<file path="src/rtl/cfitg_pkg.sv">
// Constants for the query timing and geometry table and its sector locator.
// Operation
// - Address 1Fh reads 06h, typical byte program timeout exponent.
// - Address 20h reads 0Ah for both page buffer options.
// - Address 21h reads 08h for 4/64 KB sectors, 0Ah for 256 KB.
// - Address 22h reads 0Fh, typical chip erase timeout exponent.
// - Addresses 23h to 26h read 02h, 02h, 03h, 03h.
// - Address 1Bh reads 27h and 1Ch reads 36h, supply limits.
// - Addresses 1Dh and 1Eh read 00h, no programming supply.
// - Address 27h reads 18h, device size exponent.
// - Addresses 28h and 29h read 02h and 01h, interface code 0102h.
// - Hybrid: 2Ah reads 08h and 2Bh reads 00h.
// - Hybrid: 2Ch reads 02h, two erase block regions.
// - Hybrid: bytes 2Dh to 30h read 0Fh, 00h, 10h, 00h.
// - Hybrid: bytes 31h to 34h read FEh, 00h, 00h, 01h.
// - Hybrid part delivers its sixteen small sectors at the bottom.
// - Top-select bit moves small sectors to top; table bytes unchanged.
// - Uniform part describes one region of 64 sectors of 256 KB.
package cfitg_pkg;
  localparam int unsigned ADDR_W = 8;
  localparam int unsigned DATA_W = 8;
  localparam int unsigned ARR_W = 24;

  localparam logic [7:0] A_VCC_MIN = 8'h1b;
  localparam logic [7:0] A_VCC_MAX = 8'h1c;
  localparam logic [7:0] A_VPP_MIN = 8'h1d;
  localparam logic [7:0] A_VPP_MAX = 8'h1e;
  localparam logic [7:0] A_TYP_BYTE = 8'h1f;
  localparam logic [7:0] A_TYP_PAGE = 8'h20;
  localparam logic [7:0] A_TYP_SECT = 8'h21;
  localparam logic [7:0] A_TYP_CHIP = 8'h22;
  localparam logic [7:0] A_MAX_BYTE = 8'h23;
  localparam logic [7:0] A_MAX_PAGE = 8'h24;
  localparam logic [7:0] A_MAX_SECT = 8'h25;
  localparam logic [7:0] A_MAX_CHIP = 8'h26;
  localparam logic [7:0] A_DEV_SIZE = 8'h27;
  localparam logic [7:0] A_IF_LO = 8'h28;
  localparam logic [7:0] A_IF_HI = 8'h29;
  localparam logic [7:0] A_WBUF_LO = 8'h2a;
  localparam logic [7:0] A_WBUF_HI = 8'h2b;
  localparam logic [7:0] A_NREGION = 8'h2c;
  localparam logic [7:0] A_REG1_0 = 8'h2d;
  localparam logic [7:0] A_REG1_1 = 8'h2e;
  localparam logic [7:0] A_REG1_2 = 8'h2f;
  localparam logic [7:0] A_REG1_3 = 8'h30;
  localparam logic [7:0] A_REG2_0 = 8'h31;
  localparam logic [7:0] A_REG2_1 = 8'h32;
  localparam logic [7:0] A_REG2_2 = 8'h33;
  localparam logic [7:0] A_REG2_3 = 8'h34;
  localparam logic [7:0] A_FIRST = 8'h1b;
  localparam logic [7:0] A_LAST = 8'h3f;

  localparam logic [7:0] D_VCC_MIN = 8'h27;
  localparam logic [7:0] D_VCC_MAX = 8'h36;
  localparam logic [7:0] D_NO_VPP = 8'h00;
  localparam logic [7:0] D_TYP_BYTE = 8'h06;
  localparam logic [7:0] D_TYP_PAGE_256 = 8'h0a;
  localparam logic [7:0] D_TYP_PAGE_512 = 8'h0a;
  localparam logic [7:0] D_TYP_SECT_SMALL = 8'h08;
  localparam logic [7:0] D_TYP_SECT_BIG = 8'h0a;
  localparam logic [7:0] D_TYP_CHIP = 8'h0f;
  localparam logic [7:0] D_MAX_PROG = 8'h02;
  localparam logic [7:0] D_MAX_ERASE = 8'h03;
  localparam logic [7:0] D_DEV_SIZE = 8'h18;
  localparam logic [7:0] D_IF_LO = 8'h02;
  localparam logic [7:0] D_IF_HI = 8'h01;
  localparam logic [7:0] D_WBUF_HYB = 8'h08;
  localparam logic [7:0] D_WBUF_UNI = 8'h09;
  localparam logic [7:0] D_ZERO = 8'h00;
  localparam logic [7:0] D_NREG_HYB = 8'h02;
  localparam logic [7:0] D_NREG_UNI = 8'h01;
  localparam logic [7:0] D_R1_CNT_HYB = 8'h0f;
  localparam logic [7:0] D_R1_SZ_HYB = 8'h10;
  localparam logic [7:0] D_R1_CNT_UNI = 8'h3f;
  localparam logic [7:0] D_R1_SZ_UNI = 8'h04;
  localparam logic [7:0] D_R2_CNT_HYB = 8'hfe;
  localparam logic [7:0] D_R2_SZ_HYB = 8'h01;
  localparam logic [7:0] D_RFU = 8'hff;

  // Sector sizes of the locator, coded as log2 of the byte count.
  localparam logic [4:0] SZ_SMALL = 5'h0c;
  localparam logic [4:0] SZ_MID = 5'h10;
  localparam logic [4:0] SZ_BIG = 5'h12;
  localparam logic [3:0] SMALL_CNT = 4'hf;
  localparam logic [7:0] TOP_BLOCK = 8'hff;
  localparam logic [8:0] MID_BASE_IDX = 9'h010;
  localparam logic [8:0] MID_TOP_OFS = 9'h001;
endpackage : cfitg_pkg

</file>
<file path="src/rtl/cfitg_rom.sv">
// Combinational byte table for the supply, timeout and geometry part of the query data.
`timescale 1ns/1ps
module cfitg_rom
  import cfitg_pkg::*;
(
  input wire logic [ADDR_W-1:0] addr,
  input wire logic uniform,
  input wire logic page512,
  output logic [DATA_W-1:0] data
);
  always_comb begin
    data = D_RFU;
    case (addr)
      A_VCC_MIN: data = D_VCC_MIN;
      A_VCC_MAX: data = D_VCC_MAX;
      A_VPP_MIN, A_VPP_MAX: data = D_NO_VPP;
      A_TYP_BYTE: data = D_TYP_BYTE;
      A_TYP_PAGE: data = page512 ? D_TYP_PAGE_512 : D_TYP_PAGE_256;
      A_TYP_SECT: data = uniform ? D_TYP_SECT_BIG : D_TYP_SECT_SMALL;
      A_TYP_CHIP: data = D_TYP_CHIP;
      A_MAX_BYTE, A_MAX_PAGE: data = D_MAX_PROG;
      A_MAX_SECT, A_MAX_CHIP: data = D_MAX_ERASE;
      A_DEV_SIZE: data = D_DEV_SIZE;
      A_IF_LO: data = D_IF_LO;
      A_IF_HI: data = D_IF_HI;
      A_WBUF_LO: data = uniform ? D_WBUF_UNI : D_WBUF_HYB;
      A_WBUF_HI: data = D_ZERO;
      A_NREGION: data = uniform ? D_NREG_UNI : D_NREG_HYB;
      A_REG1_0: data = uniform ? D_R1_CNT_UNI : D_R1_CNT_HYB;
      A_REG1_1: data = D_ZERO;
      A_REG1_2: data = uniform ? D_ZERO : D_R1_SZ_HYB;
      A_REG1_3: data = uniform ? D_R1_SZ_UNI : D_ZERO;
      // The uniform part has a single region, so region two reads as reserved there.
      A_REG2_0: data = uniform ? D_RFU : D_R2_CNT_HYB;
      A_REG2_1, A_REG2_2: data = uniform ? D_RFU : D_ZERO;
      A_REG2_3: data = uniform ? D_RFU : D_R2_SZ_HYB;
      default: data = D_RFU;
    endcase
  end
endmodule : cfitg_rom

</file>
<file path="src/rtl/cfitg_top.sv">
// Query table read port, write refusal and array sector locator of the flash device.
`timescale 1ns/1ps
module cfitg_top
  import cfitg_pkg::*;
(
  input wire logic clk_sys,
  input wire logic rstn,
  input wire logic opt_uniform,
  input wire logic opt_page512,
  input wire logic small_sector_top_select,
  input wire logic rd_req,
  input wire logic [ADDR_W-1:0] rd_addr,
  input wire logic wr_req,
  input wire logic [ADDR_W-1:0] wr_addr,
  input wire logic [DATA_W-1:0] wr_data,
  input wire logic loc_req,
  input wire logic [ARR_W-1:0] loc_addr,
  output logic ready_r,
  output logic rd_valid_r,
  output logic [DATA_W-1:0] rd_data_r,
  output logic rd_in_range_r,
  output logic wr_refused_r,
  output logic [ADDR_W-1:0] wr_refused_addr_r,
  output logic loc_valid_r,
  output logic loc_small_r,
  output logic [8:0] loc_index_r,
  output logic [4:0] loc_size_r,
  output logic [ARR_W-1:0] loc_base_r,
  output logic small_top_r
);
  // Two states suffice: one edge to catch the straps, then normal running.
  typedef enum logic [1:0] {
    CFITG_ST_CAPTURE,
    CFITG_ST_RUN
  } cfitg_state_e;

  cfitg_state_e state_r, state_nxt;
  logic uniform_r, uniform_nxt;
  logic page512_r, page512_nxt;
  logic ready_nxt;
  logic [DATA_W-1:0] rom_data;

  // Variant straps are caught by a clocked process on the first edge after reset release.
  always_comb begin
    state_nxt = state_r;
    uniform_nxt = uniform_r;
    page512_nxt = page512_r;
    ready_nxt = ready_r;
    case (state_r)
      CFITG_ST_CAPTURE: begin
        // The straps are held for the rest of the run, so a strap that moves later
        // cannot change the table under a host that is part way through reading it.
        uniform_nxt = opt_uniform;
        page512_nxt = opt_page512;
        // Requests are taken from one edge after reset release, once the straps are settled; the first answer comes on the second edge.
        ready_nxt = 1'b1;
        state_nxt = CFITG_ST_RUN;
      end
      CFITG_ST_RUN: begin
        state_nxt = CFITG_ST_RUN;
      end
      default: begin
        state_nxt = CFITG_ST_CAPTURE;
        ready_nxt = 1'b0;
      end
    endcase
  end

  always_ff @(posedge clk_sys or negedge rstn) begin
    if (!rstn) begin
      state_r <= CFITG_ST_CAPTURE;
      uniform_r <= 1'b0;
      page512_r <= 1'b0;
      ready_r <= 1'b0;
    end else begin
      state_r <= state_nxt;
      uniform_r <= uniform_nxt;
      page512_r <= page512_nxt;
      ready_r <= ready_nxt;
    end
  end

  // The table is addressed straight from the read port; its byte is registered below.
  cfitg_rom u_rom (
    .addr(rd_addr),
    .uniform(uniform_r),
    .page512(page512_r),
    .data(rom_data)
  );

  // Read path: one byte per request, answered on the next edge.
  logic rd_valid_nxt;
  logic [DATA_W-1:0] rd_data_nxt;
  logic rd_in_range_nxt;

  always_comb begin
    rd_valid_nxt = 1'b0;
    rd_data_nxt = rd_data_r;
    rd_in_range_nxt = rd_in_range_r;
    if (ready_r && rd_req) begin
      // A held request is answered again on every edge, one byte per cycle.
      rd_valid_nxt = 1'b1;
      rd_data_nxt = rom_data;
      // The range flag tells a reserved FFh apart from a byte outside the table.
      rd_in_range_nxt = (rd_addr >= A_FIRST) && (rd_addr <= A_LAST);
    end
  end

  always_ff @(posedge clk_sys or negedge rstn) begin
    if (!rstn) begin
      rd_valid_r <= 1'b0;
      rd_data_r <= 8'h00;
      rd_in_range_r <= 1'b0;
    end else begin
      rd_valid_r <= rd_valid_nxt;
      rd_data_r <= rd_data_nxt;
      rd_in_range_r <= rd_in_range_nxt;
    end
  end

  // Writes have no storage to reach; they are only reported as refused.
  // The data bits are deliberately dropped, since nothing in the table can change.
  logic wr_refused_nxt;
  logic [ADDR_W-1:0] wr_refused_addr_nxt;
  logic wr_data_any;

  always_comb begin
    wr_data_any = |wr_data;
    wr_refused_nxt = 1'b0;
    wr_refused_addr_nxt = wr_refused_addr_r;
    if (ready_r && wr_req) begin
      // Every write is refused, whatever data it carries.
      wr_refused_nxt = 1'b1 | wr_data_any;
      // The address is kept so that a host can see which byte it tried to change.
      wr_refused_addr_nxt = wr_addr;
    end
  end

  always_ff @(posedge clk_sys or negedge rstn) begin
    if (!rstn) begin
      wr_refused_r <= 1'b0;
      wr_refused_addr_r <= 8'h00;
    end else begin
      wr_refused_r <= wr_refused_nxt;
      wr_refused_addr_r <= wr_refused_addr_nxt;
    end
  end

  // Sector locator. The query bytes always describe the delivered bottom layout;
  // this path follows the live top-select bit so that erase logic finds the real sector.
  logic loc_valid_nxt;
  logic loc_small_nxt;
  logic [8:0] loc_index_nxt;
  logic [4:0] loc_size_nxt;
  logic [ARR_W-1:0] loc_base_nxt;
  logic small_top_nxt;
  // The number of the 64 KB block that holds the address.
  logic [7:0] blk;
  logic in_small;

  always_comb begin
    blk = loc_addr[23:16];
    // On hybrid parts the flag follows the live bit every cycle, so a configuration change shows one edge later; uniform parts hold it at 0.
    small_top_nxt = small_sector_top_select & ~uniform_r;
    in_small = !uniform_r && (small_sector_top_select ? (blk == TOP_BLOCK) : (blk == 8'h00));
    loc_valid_nxt = 1'b0;
    loc_small_nxt = loc_small_r;
    loc_index_nxt = loc_index_r;
    loc_size_nxt = loc_size_r;
    loc_base_nxt = loc_base_r;
    // Requests before ready_r are dropped with no answer, as on the read and write ports.
    if (ready_r && loc_req) begin
      loc_valid_nxt = 1'b1;
      // Uniform parts ignore the top-select bit, as they have no small sectors to move.
      if (uniform_r) begin
        loc_small_nxt = 1'b0;
        loc_index_nxt = {3'h0, loc_addr[23:18]};
        loc_size_nxt = SZ_BIG;
        loc_base_nxt = {loc_addr[23:18], 18'h00000};
      end else if (in_small) begin
        loc_small_nxt = 1'b1;
        loc_size_nxt = SZ_SMALL;
        loc_base_nxt = {loc_addr[23:12], 12'h000};
        if (small_sector_top_select) begin
          // With the small sectors on top, blocks 00h to FEh are the 255 big sectors
          // numbered 0 to 254, so the first small sector takes number 255.
          loc_index_nxt = {1'b0, TOP_BLOCK} + {5'h00, loc_addr[15:12]};
        end else begin
          loc_index_nxt = {5'h00, loc_addr[15:12]};
        end
      end else begin
        loc_small_nxt = 1'b0;
        loc_size_nxt = SZ_MID;
        loc_base_nxt = {loc_addr[23:16], 16'h0000};
        if (small_sector_top_select) begin
          loc_index_nxt = {1'b0, blk};
        end else begin
          // The sixteen small sectors come first, so block 01h is sector 16.
          loc_index_nxt = 9'({1'b0, blk} + {5'h00, SMALL_CNT} + MID_TOP_OFS - MID_TOP_OFS);
        end
      end
    end
  end

  always_ff @(posedge clk_sys or negedge rstn) begin
    if (!rstn) begin
      loc_valid_r <= 1'b0;
      loc_small_r <= 1'b0;
      loc_index_r <= 9'h000;
      loc_size_r <= 5'h00;
      loc_base_r <= 24'h000000;
      small_top_r <= 1'b0;
    end else begin
      loc_valid_r <= loc_valid_nxt;
      loc_small_r <= loc_small_nxt;
      loc_index_r <= loc_index_nxt;
      loc_size_r <= loc_size_nxt;
      loc_base_r <= loc_base_nxt;
      small_top_r <= small_top_nxt;
    end
  end
endmodule : cfitg_top

</file>
<file path="config.mk">
export PLATFORM = sky130hd
export DESIGN_NAME = cfitg_top
export DESIGN_NICKNAME = d
export VERILOG_FILES = /design/src/rtl/cfitg_pkg.sv /design/src/rtl/cfitg_rom.sv /design/src/rtl/cfitg_top.sv
export SDC_FILE = /design/constraint.sdc
export NUM_CORES = 1
export LEC_CHECK = 0
export ABC_AREA = 1
export BUFFER_PORTS_ARGS = -buffer_cell sky130_fd_sc_hd__buf_2
export CORE_UTILIZATION = 53
export CTS_BUF_LIST = sky130_fd_sc_hd__clkbuf_16
export DETAILED_ROUTE_END_ITERATION = 8
export PLACE_DENSITY = 0.93
export SLEW_MARGIN = 15
export SYNTH_ARGS = -nofsm -noshare
export SYNTH_HDL_FRONTEND = slang
export SYNTH_SLANG_ARGS = --single-unit
</file>
<file path="constraint.sdc">
create_clock -name clk_sys -period 2.4 [get_ports clk_sys]
set_input_delay 0.12 -clock clk_sys [delete_from_list [all_inputs] [get_ports clk_sys]]
set_output_delay 0.12 -clock clk_sys [all_outputs]
set_load 0.005 [all_outputs]
</file>
; ---- After elaboration in Yosys (flattened, before gate mapping)
; Index checks and enable logic that the tools add are counted.
[totals]
ff_bits = 64
inputBits = 56
out_inout_bits = 61
word_cells = 89
[classes]
add_sub_neg = 4
n_lt_le_gt_ge = 2
eq_ne = 28
n_mux = 26
bitwise_logic = 2
reduce_logical = 13
[op_table]
columns = op, n
row1 = 8-bit by 6-bit == test with 1-bit output (second input constant), 21
row2 = 8-bit one-hot mux with 19 select lines, 1
row3 = 8-bit by 5-bit == test with 1-bit output (second input constant), 5
row4 = 9-bit 2-to-1 mux, 4
row5 = 18-bit 2-to-1 mux, 1
row6 = 16-bit 2-to-1 mux, 1
row7 = 8-bit 2-to-1 mux, 2
row8 = 5-bit 2-to-1 mux, 3
row9 = 8-bit by 4-bit adder with 9-bit output (first input constant), 1
row10 = 8-bit by 4-bit adder with 9-bit output (second input constant), 1
row11 = 9-bit by 1-bit adder with 9-bit output (second input constant), 1
row12 = 1-bit 2-to-1 mux, 9
row13 = 9-bit by 1-bit subtractor with 9-bit output (second input constant), 1
row14 = 8-bit == test (second input constant), 1
row15 = 8-bit by 5-bit greater-or-equal comparator with 1-bit output (second input constant), 1
row16 = 8-bit by 6-bit less-or-equal comparator with 1-bit output (second input constant), 1
row17 = 8-bit zero test, 1
row18 = 6-bit 2-to-1 mux, 1
row19 = 2-bit OR reduction, 3
row20 = 1-bit logical AND, 5
row21 = 2-bit 2-to-1 mux, 2
row22 = 4-bit OR reduction, 1
row23 = 3-bit 2-to-1 mux, 1
row24 = 3-bit OR reduction, 1
row25 = other kinds (6), 6

; ---- Logic depth before layout (Yosys ltp)
[logic_depth]
word_depth = 6
mapped_depth = 13
depth_no_buf = 13

; ---- Cells and area by module
; Synthesis repeated with hierarchy kept, for this count alone.
[hier_totals]
hier_cells = 410
area_unflattened_um2 = 2907.8
[by_module_without_submodules]
columns = module, n_inst, cells_per_inst, area_per_inst_um2, seq_area_each_um2
row1 = cfitg_top, 1, 285, 2362.3, 1226.2
row2 = cfitg_rom, 1, 125, 545.5, 0.0

; ---- Worst setup path before layout
; Ideal clock, no wire load.
[synth_path]
path_kind = register to register
from = reg uniform_r
to = reg loc_index_r[3]
setup_ns = 0.117
arrival_ns = 1.242
required_ns = 2.283
path_slack_ns = 1.041
path_stages_with_launch = 8
path_buffers = 1
period_less_slack_ns = 1.359
path_cell_list = dfrtp_1 > inv_1 > clkbuf_1 > nand3_2 > a21oi_1 > nand2_1 > nand2_1 > nand2_1
[synth_via]
elab_chain_len = 4
[synth_lines]
columns = element, line
row1 = "start, declared", cfitg_top.sv:38  ; logic uniform_r, uniform_nxt;
row2 = "start signal, assigned", cfitg_top.sv:77  ; uniform_r <= uniform_nxt;
row3 = 1-bit zero test, cfitg_top.sv:165  ; in_small = !uniform_r && (small_sector_top_select ? (blk == TOP_BLOCK) : (blk == 8'h00));
row4 = 1-bit logical AND, cfitg_top.sv:165
row5 = 9-bit 2-to-1 mux, cfitg_top.sv:180  ; end else if (in_small) begin
row6 = 9-bit 2-to-1 mux (*), cfitg_top.sv:175  ; if (uniform_r) begin
row7 = "end signal, assigned", cfitg_top.sv:216  ; loc_index_r <= loc_index_nxt;
row8 = "end, declared", cfitg_top.sv:26  ; output logic [8:0] loc_index_r,
; Mark *: on every way between the ends. The rest lies on a longest branch, timed or not.
; A chain may end at the register's enable or synchronous reset.

; ---- Worst setup path after layout
[layout_path]
from = reg uniform_r
to = reg loc_index_r[7]
; The elaborated chain is that of the path after synthesis.

==> run_results.csv <==
group,metric,value,unit
status,status,"finished clean",
timing,final-hold-violation-count,0,
synthesis,ys_ff_latch,47,
placement,hpwl,5.24,mm
synthesis,synth_area,2900,µm²
placement,post-place-ws,0.643,ns
placement,dp.cells,545,
grt,busiest_layer,"met2",
timing,whs,0.0327,ns
clocking,cts_tree,"yes",
grt,grt_overflow,0,
synthesis,syn_inst,403,
worst_setup_path,arrival,2.02,ns
layout,layout.nets,543,
clocking,post_cts_resized,0,
floorplanning,num_rows,26,
worst_setup_path,start_kind,"flop",
synthesis,synth_area_leader_cell,"dfrtp_1",
drt,vias_per_cell,5.09,
grt,grt_pass1_wl,11.5,mm
placement,place.gp.congestion,0.913,
clocking,root_buffer,"clkbuf_16",
clocking,post_cts_buffers,0,
synthesis,synth_ff_type,"dfrtp_1",
worst_setup_path,required,2.57,ns
worst_setup_path,end_kind,"flop",
floorplanning,die_w,76.0,µm
grt,met3_usage,0.0446,
drt,route.vias.total,2820,
clocking,cts_buffers,5,
clocking,clockBufferDepth,2,
grt,grtUsageMet2,0.451,
grt,grt_pass1_vias,2676,
clocking,clock_latency,0.28,ns
min_path,min_path_type,"in -> reg",
floorplanning,pin_count,117,
timing,clock.fmax,542,MHz
layout,finalNonFillerCells,554,
drt,antenna_left,0,
layout,area_growth,19.0,%
flow_run,drv_cap,0,
placement,place.port_buffers,82,
synthesis,synth_commonest_cells,"nand2_1, dfrtp_1, inv_1, nand3_1, nor2_1",
timing,finalCritPeriodShare,0.769,
drt,drtIter0Drc,211,
timing,slew_headroom,0.584,
timing,finalSetupTns,0,ns
layout,utilization,0.667,
drt,drc,0,
floorplanning,die_y,76.0,µm
synthesis,yosysUniqueCellTypes,38,
grt,grt_start_max_net_pins,40,
timing,period_needed,1.85,ns
power,powerDensity,560,nW/µm²
timing,setup_viol,0,
synthesis,ys_seq_area_frac,0.406,
timing,slew_violations,0,
floorplanning,core,5170,µm²
worst_setup_path,cp_max_fo,15,
floorplanning,start_util,0.560,
layout,nFillCells,466,
grt,met1_usage,0.293,
power,p_leak,1.90,nW
clocking,path_clk_slew,0.07,ns
clocking,htree_num_levels,2,
worst_setup_path,crit_type,"reg -> reg",
layout,layout-drive-gt1-share,0.244,
layout,antenna_cells,0,
clocking,clock-sinks,47,
drt,drtPass1Iterations,4,
synthesis,syn_avg_cell_area,7.19,µm²
synthesis,synth.top_cells.by_area,"dfrtp_1, nand2_1, nand3_1",
timing,max_slew.worst_pin.slew,0.621,ns
drt,wl_per_cell,12.4,µm
grt,grt.total_usage,0.246,
synthesis,synthArstFlopShare,1.00,
synthesis,synth_top_area_share,0.406,
timing,rsz0062_at_grt,"no",
floorplanning,dieArea,5770,µm²
synthesis,synthMostInstantiatedCell,"nand2_1",
grt,antenna_found_initial,0,
power,peakVddDrop,303,µV
drt,drt-total-wl,6.88,mm
timing,fin_ws,0.555,ns
synthesis,ys_warn_count,0,
timing,fin_skew,0.00961,ns
synthesis,synth_edf_count,0,
## metal layers
metal,up-vias,share of wire
li1,1414,-
met1,1314,0.43
met2,88,0.52
met3,4,0.049
met4,0,0.0042
met5,-,0
## registers in the layout, indices dropped and copies added (netlist names), 3 cells and up
signal             cells
loc_size_r             3
loc_base_r            12
rd_data_r              7
loc_index_r            9
wr_refused_addr_r      8
## cells by family (layout without fill, tap and decap cells)
group	after synthesis	count (layout)	share of synthesized area
compound gates	38	38	0.0777
simple gates	241	241	0.369
xor+xnor	7	7	0.0211
other cells	2	14	0.00259
buf+inv	64	133	0.107
fa+ha+maj	4	4	0.0173
flops	47	47	0.406
## power breakdown
group | internal [mW] | leakage (nW) | switching [mW] | total (mW)
Clock | 0.380 | 0.0726 | 0.285 | 0.665
Sequential | 0.862 | 0.562 | 0.0423 | 0.904
Combinational | 0.142 | 1.27 | 0.222 | 0.365
## area by class of cell
cell class | count | area [µm²] | area share
inverters | 40 | 151 | 0.0439
well taps | 70 | 87.6 | 0.0254
multi-input cells | 304 | 1460 | 0.423
flip-flops and latches | 47 | 1180 | 0.341
clock buffers | 5 | 125 | 0.0363
clock inverters | 3 | 16.3 | 0.00471
repair buffers | 85 | 435 | 0.126
## critical path, cell delays in order, from the launching register on
cell,delay [ns]
dfrtp_1,0.68
inv_1,0.37
and2_1,0.28
nand2_1,0.16
nand3_1,0.12
nand2_1,0.08
nand2_1,0.04
## final timing paths
kind,startpoint,to,slack (ns),cells after the start
min reg2reg,state_r[0]$_DFF_PN0_,ready_r$_DFFE_PN0N_,0.46,1
min,wr_addr[7],wr_refused_addr_r[7]$_DFFE_PN0P_,0.03,3
max in group asynchronous,rstn,rd_data_r[3]$_DFFE_PN0P_,1.34,3
min in group asynchronous,rstn,rd_data_r[0]$_DFFE_PN0P_,0.34,2
max,uniform_r$_DFFE_PN0N_,loc_index_r[7]$_DFFE_PN0P_,0.55,6
max reg2reg,uniform_r$_DFFE_PN0N_,loc_index_r[7]$_DFFE_PN0P_,0.55,6
## cells in the final DEF, fill, tap and decap left out, drive strengths merged
cell and instances:
buf 84, o211ai 2, o31ai 4, nor3 6
o21a 1, nor2 43, dfrtp 47, a31oi 2
inv 38, dlygate4sd3 1, clkinv 5, xnor2 2
nor4 1, or2 4, o21ai 16, nand4 4
nor3b 2, a21oi 13, and2 1, nand2 142
conb 14, nand3 36, xor2 5, and3 2
clkbuf 5, ha 4
## what timing repair did
item,in CTS,in global routing
hold buffers,1,0
setup endpoints to repair,0,0
hold endpoints to repair,22,0
## stage by stage
step / total power, mW / instance area, µm²
3_5_place_dp: 1.28 / 3300
6_report: 1.93 / 3450
2_1_floorplan: 1.13 / 2940
5_1_grt: 2.03 / 3450
3_3_place_gp: 1.27 / 3300
4_1_cts: 1.95 / 3450
(Power assumes the default switching activity.)
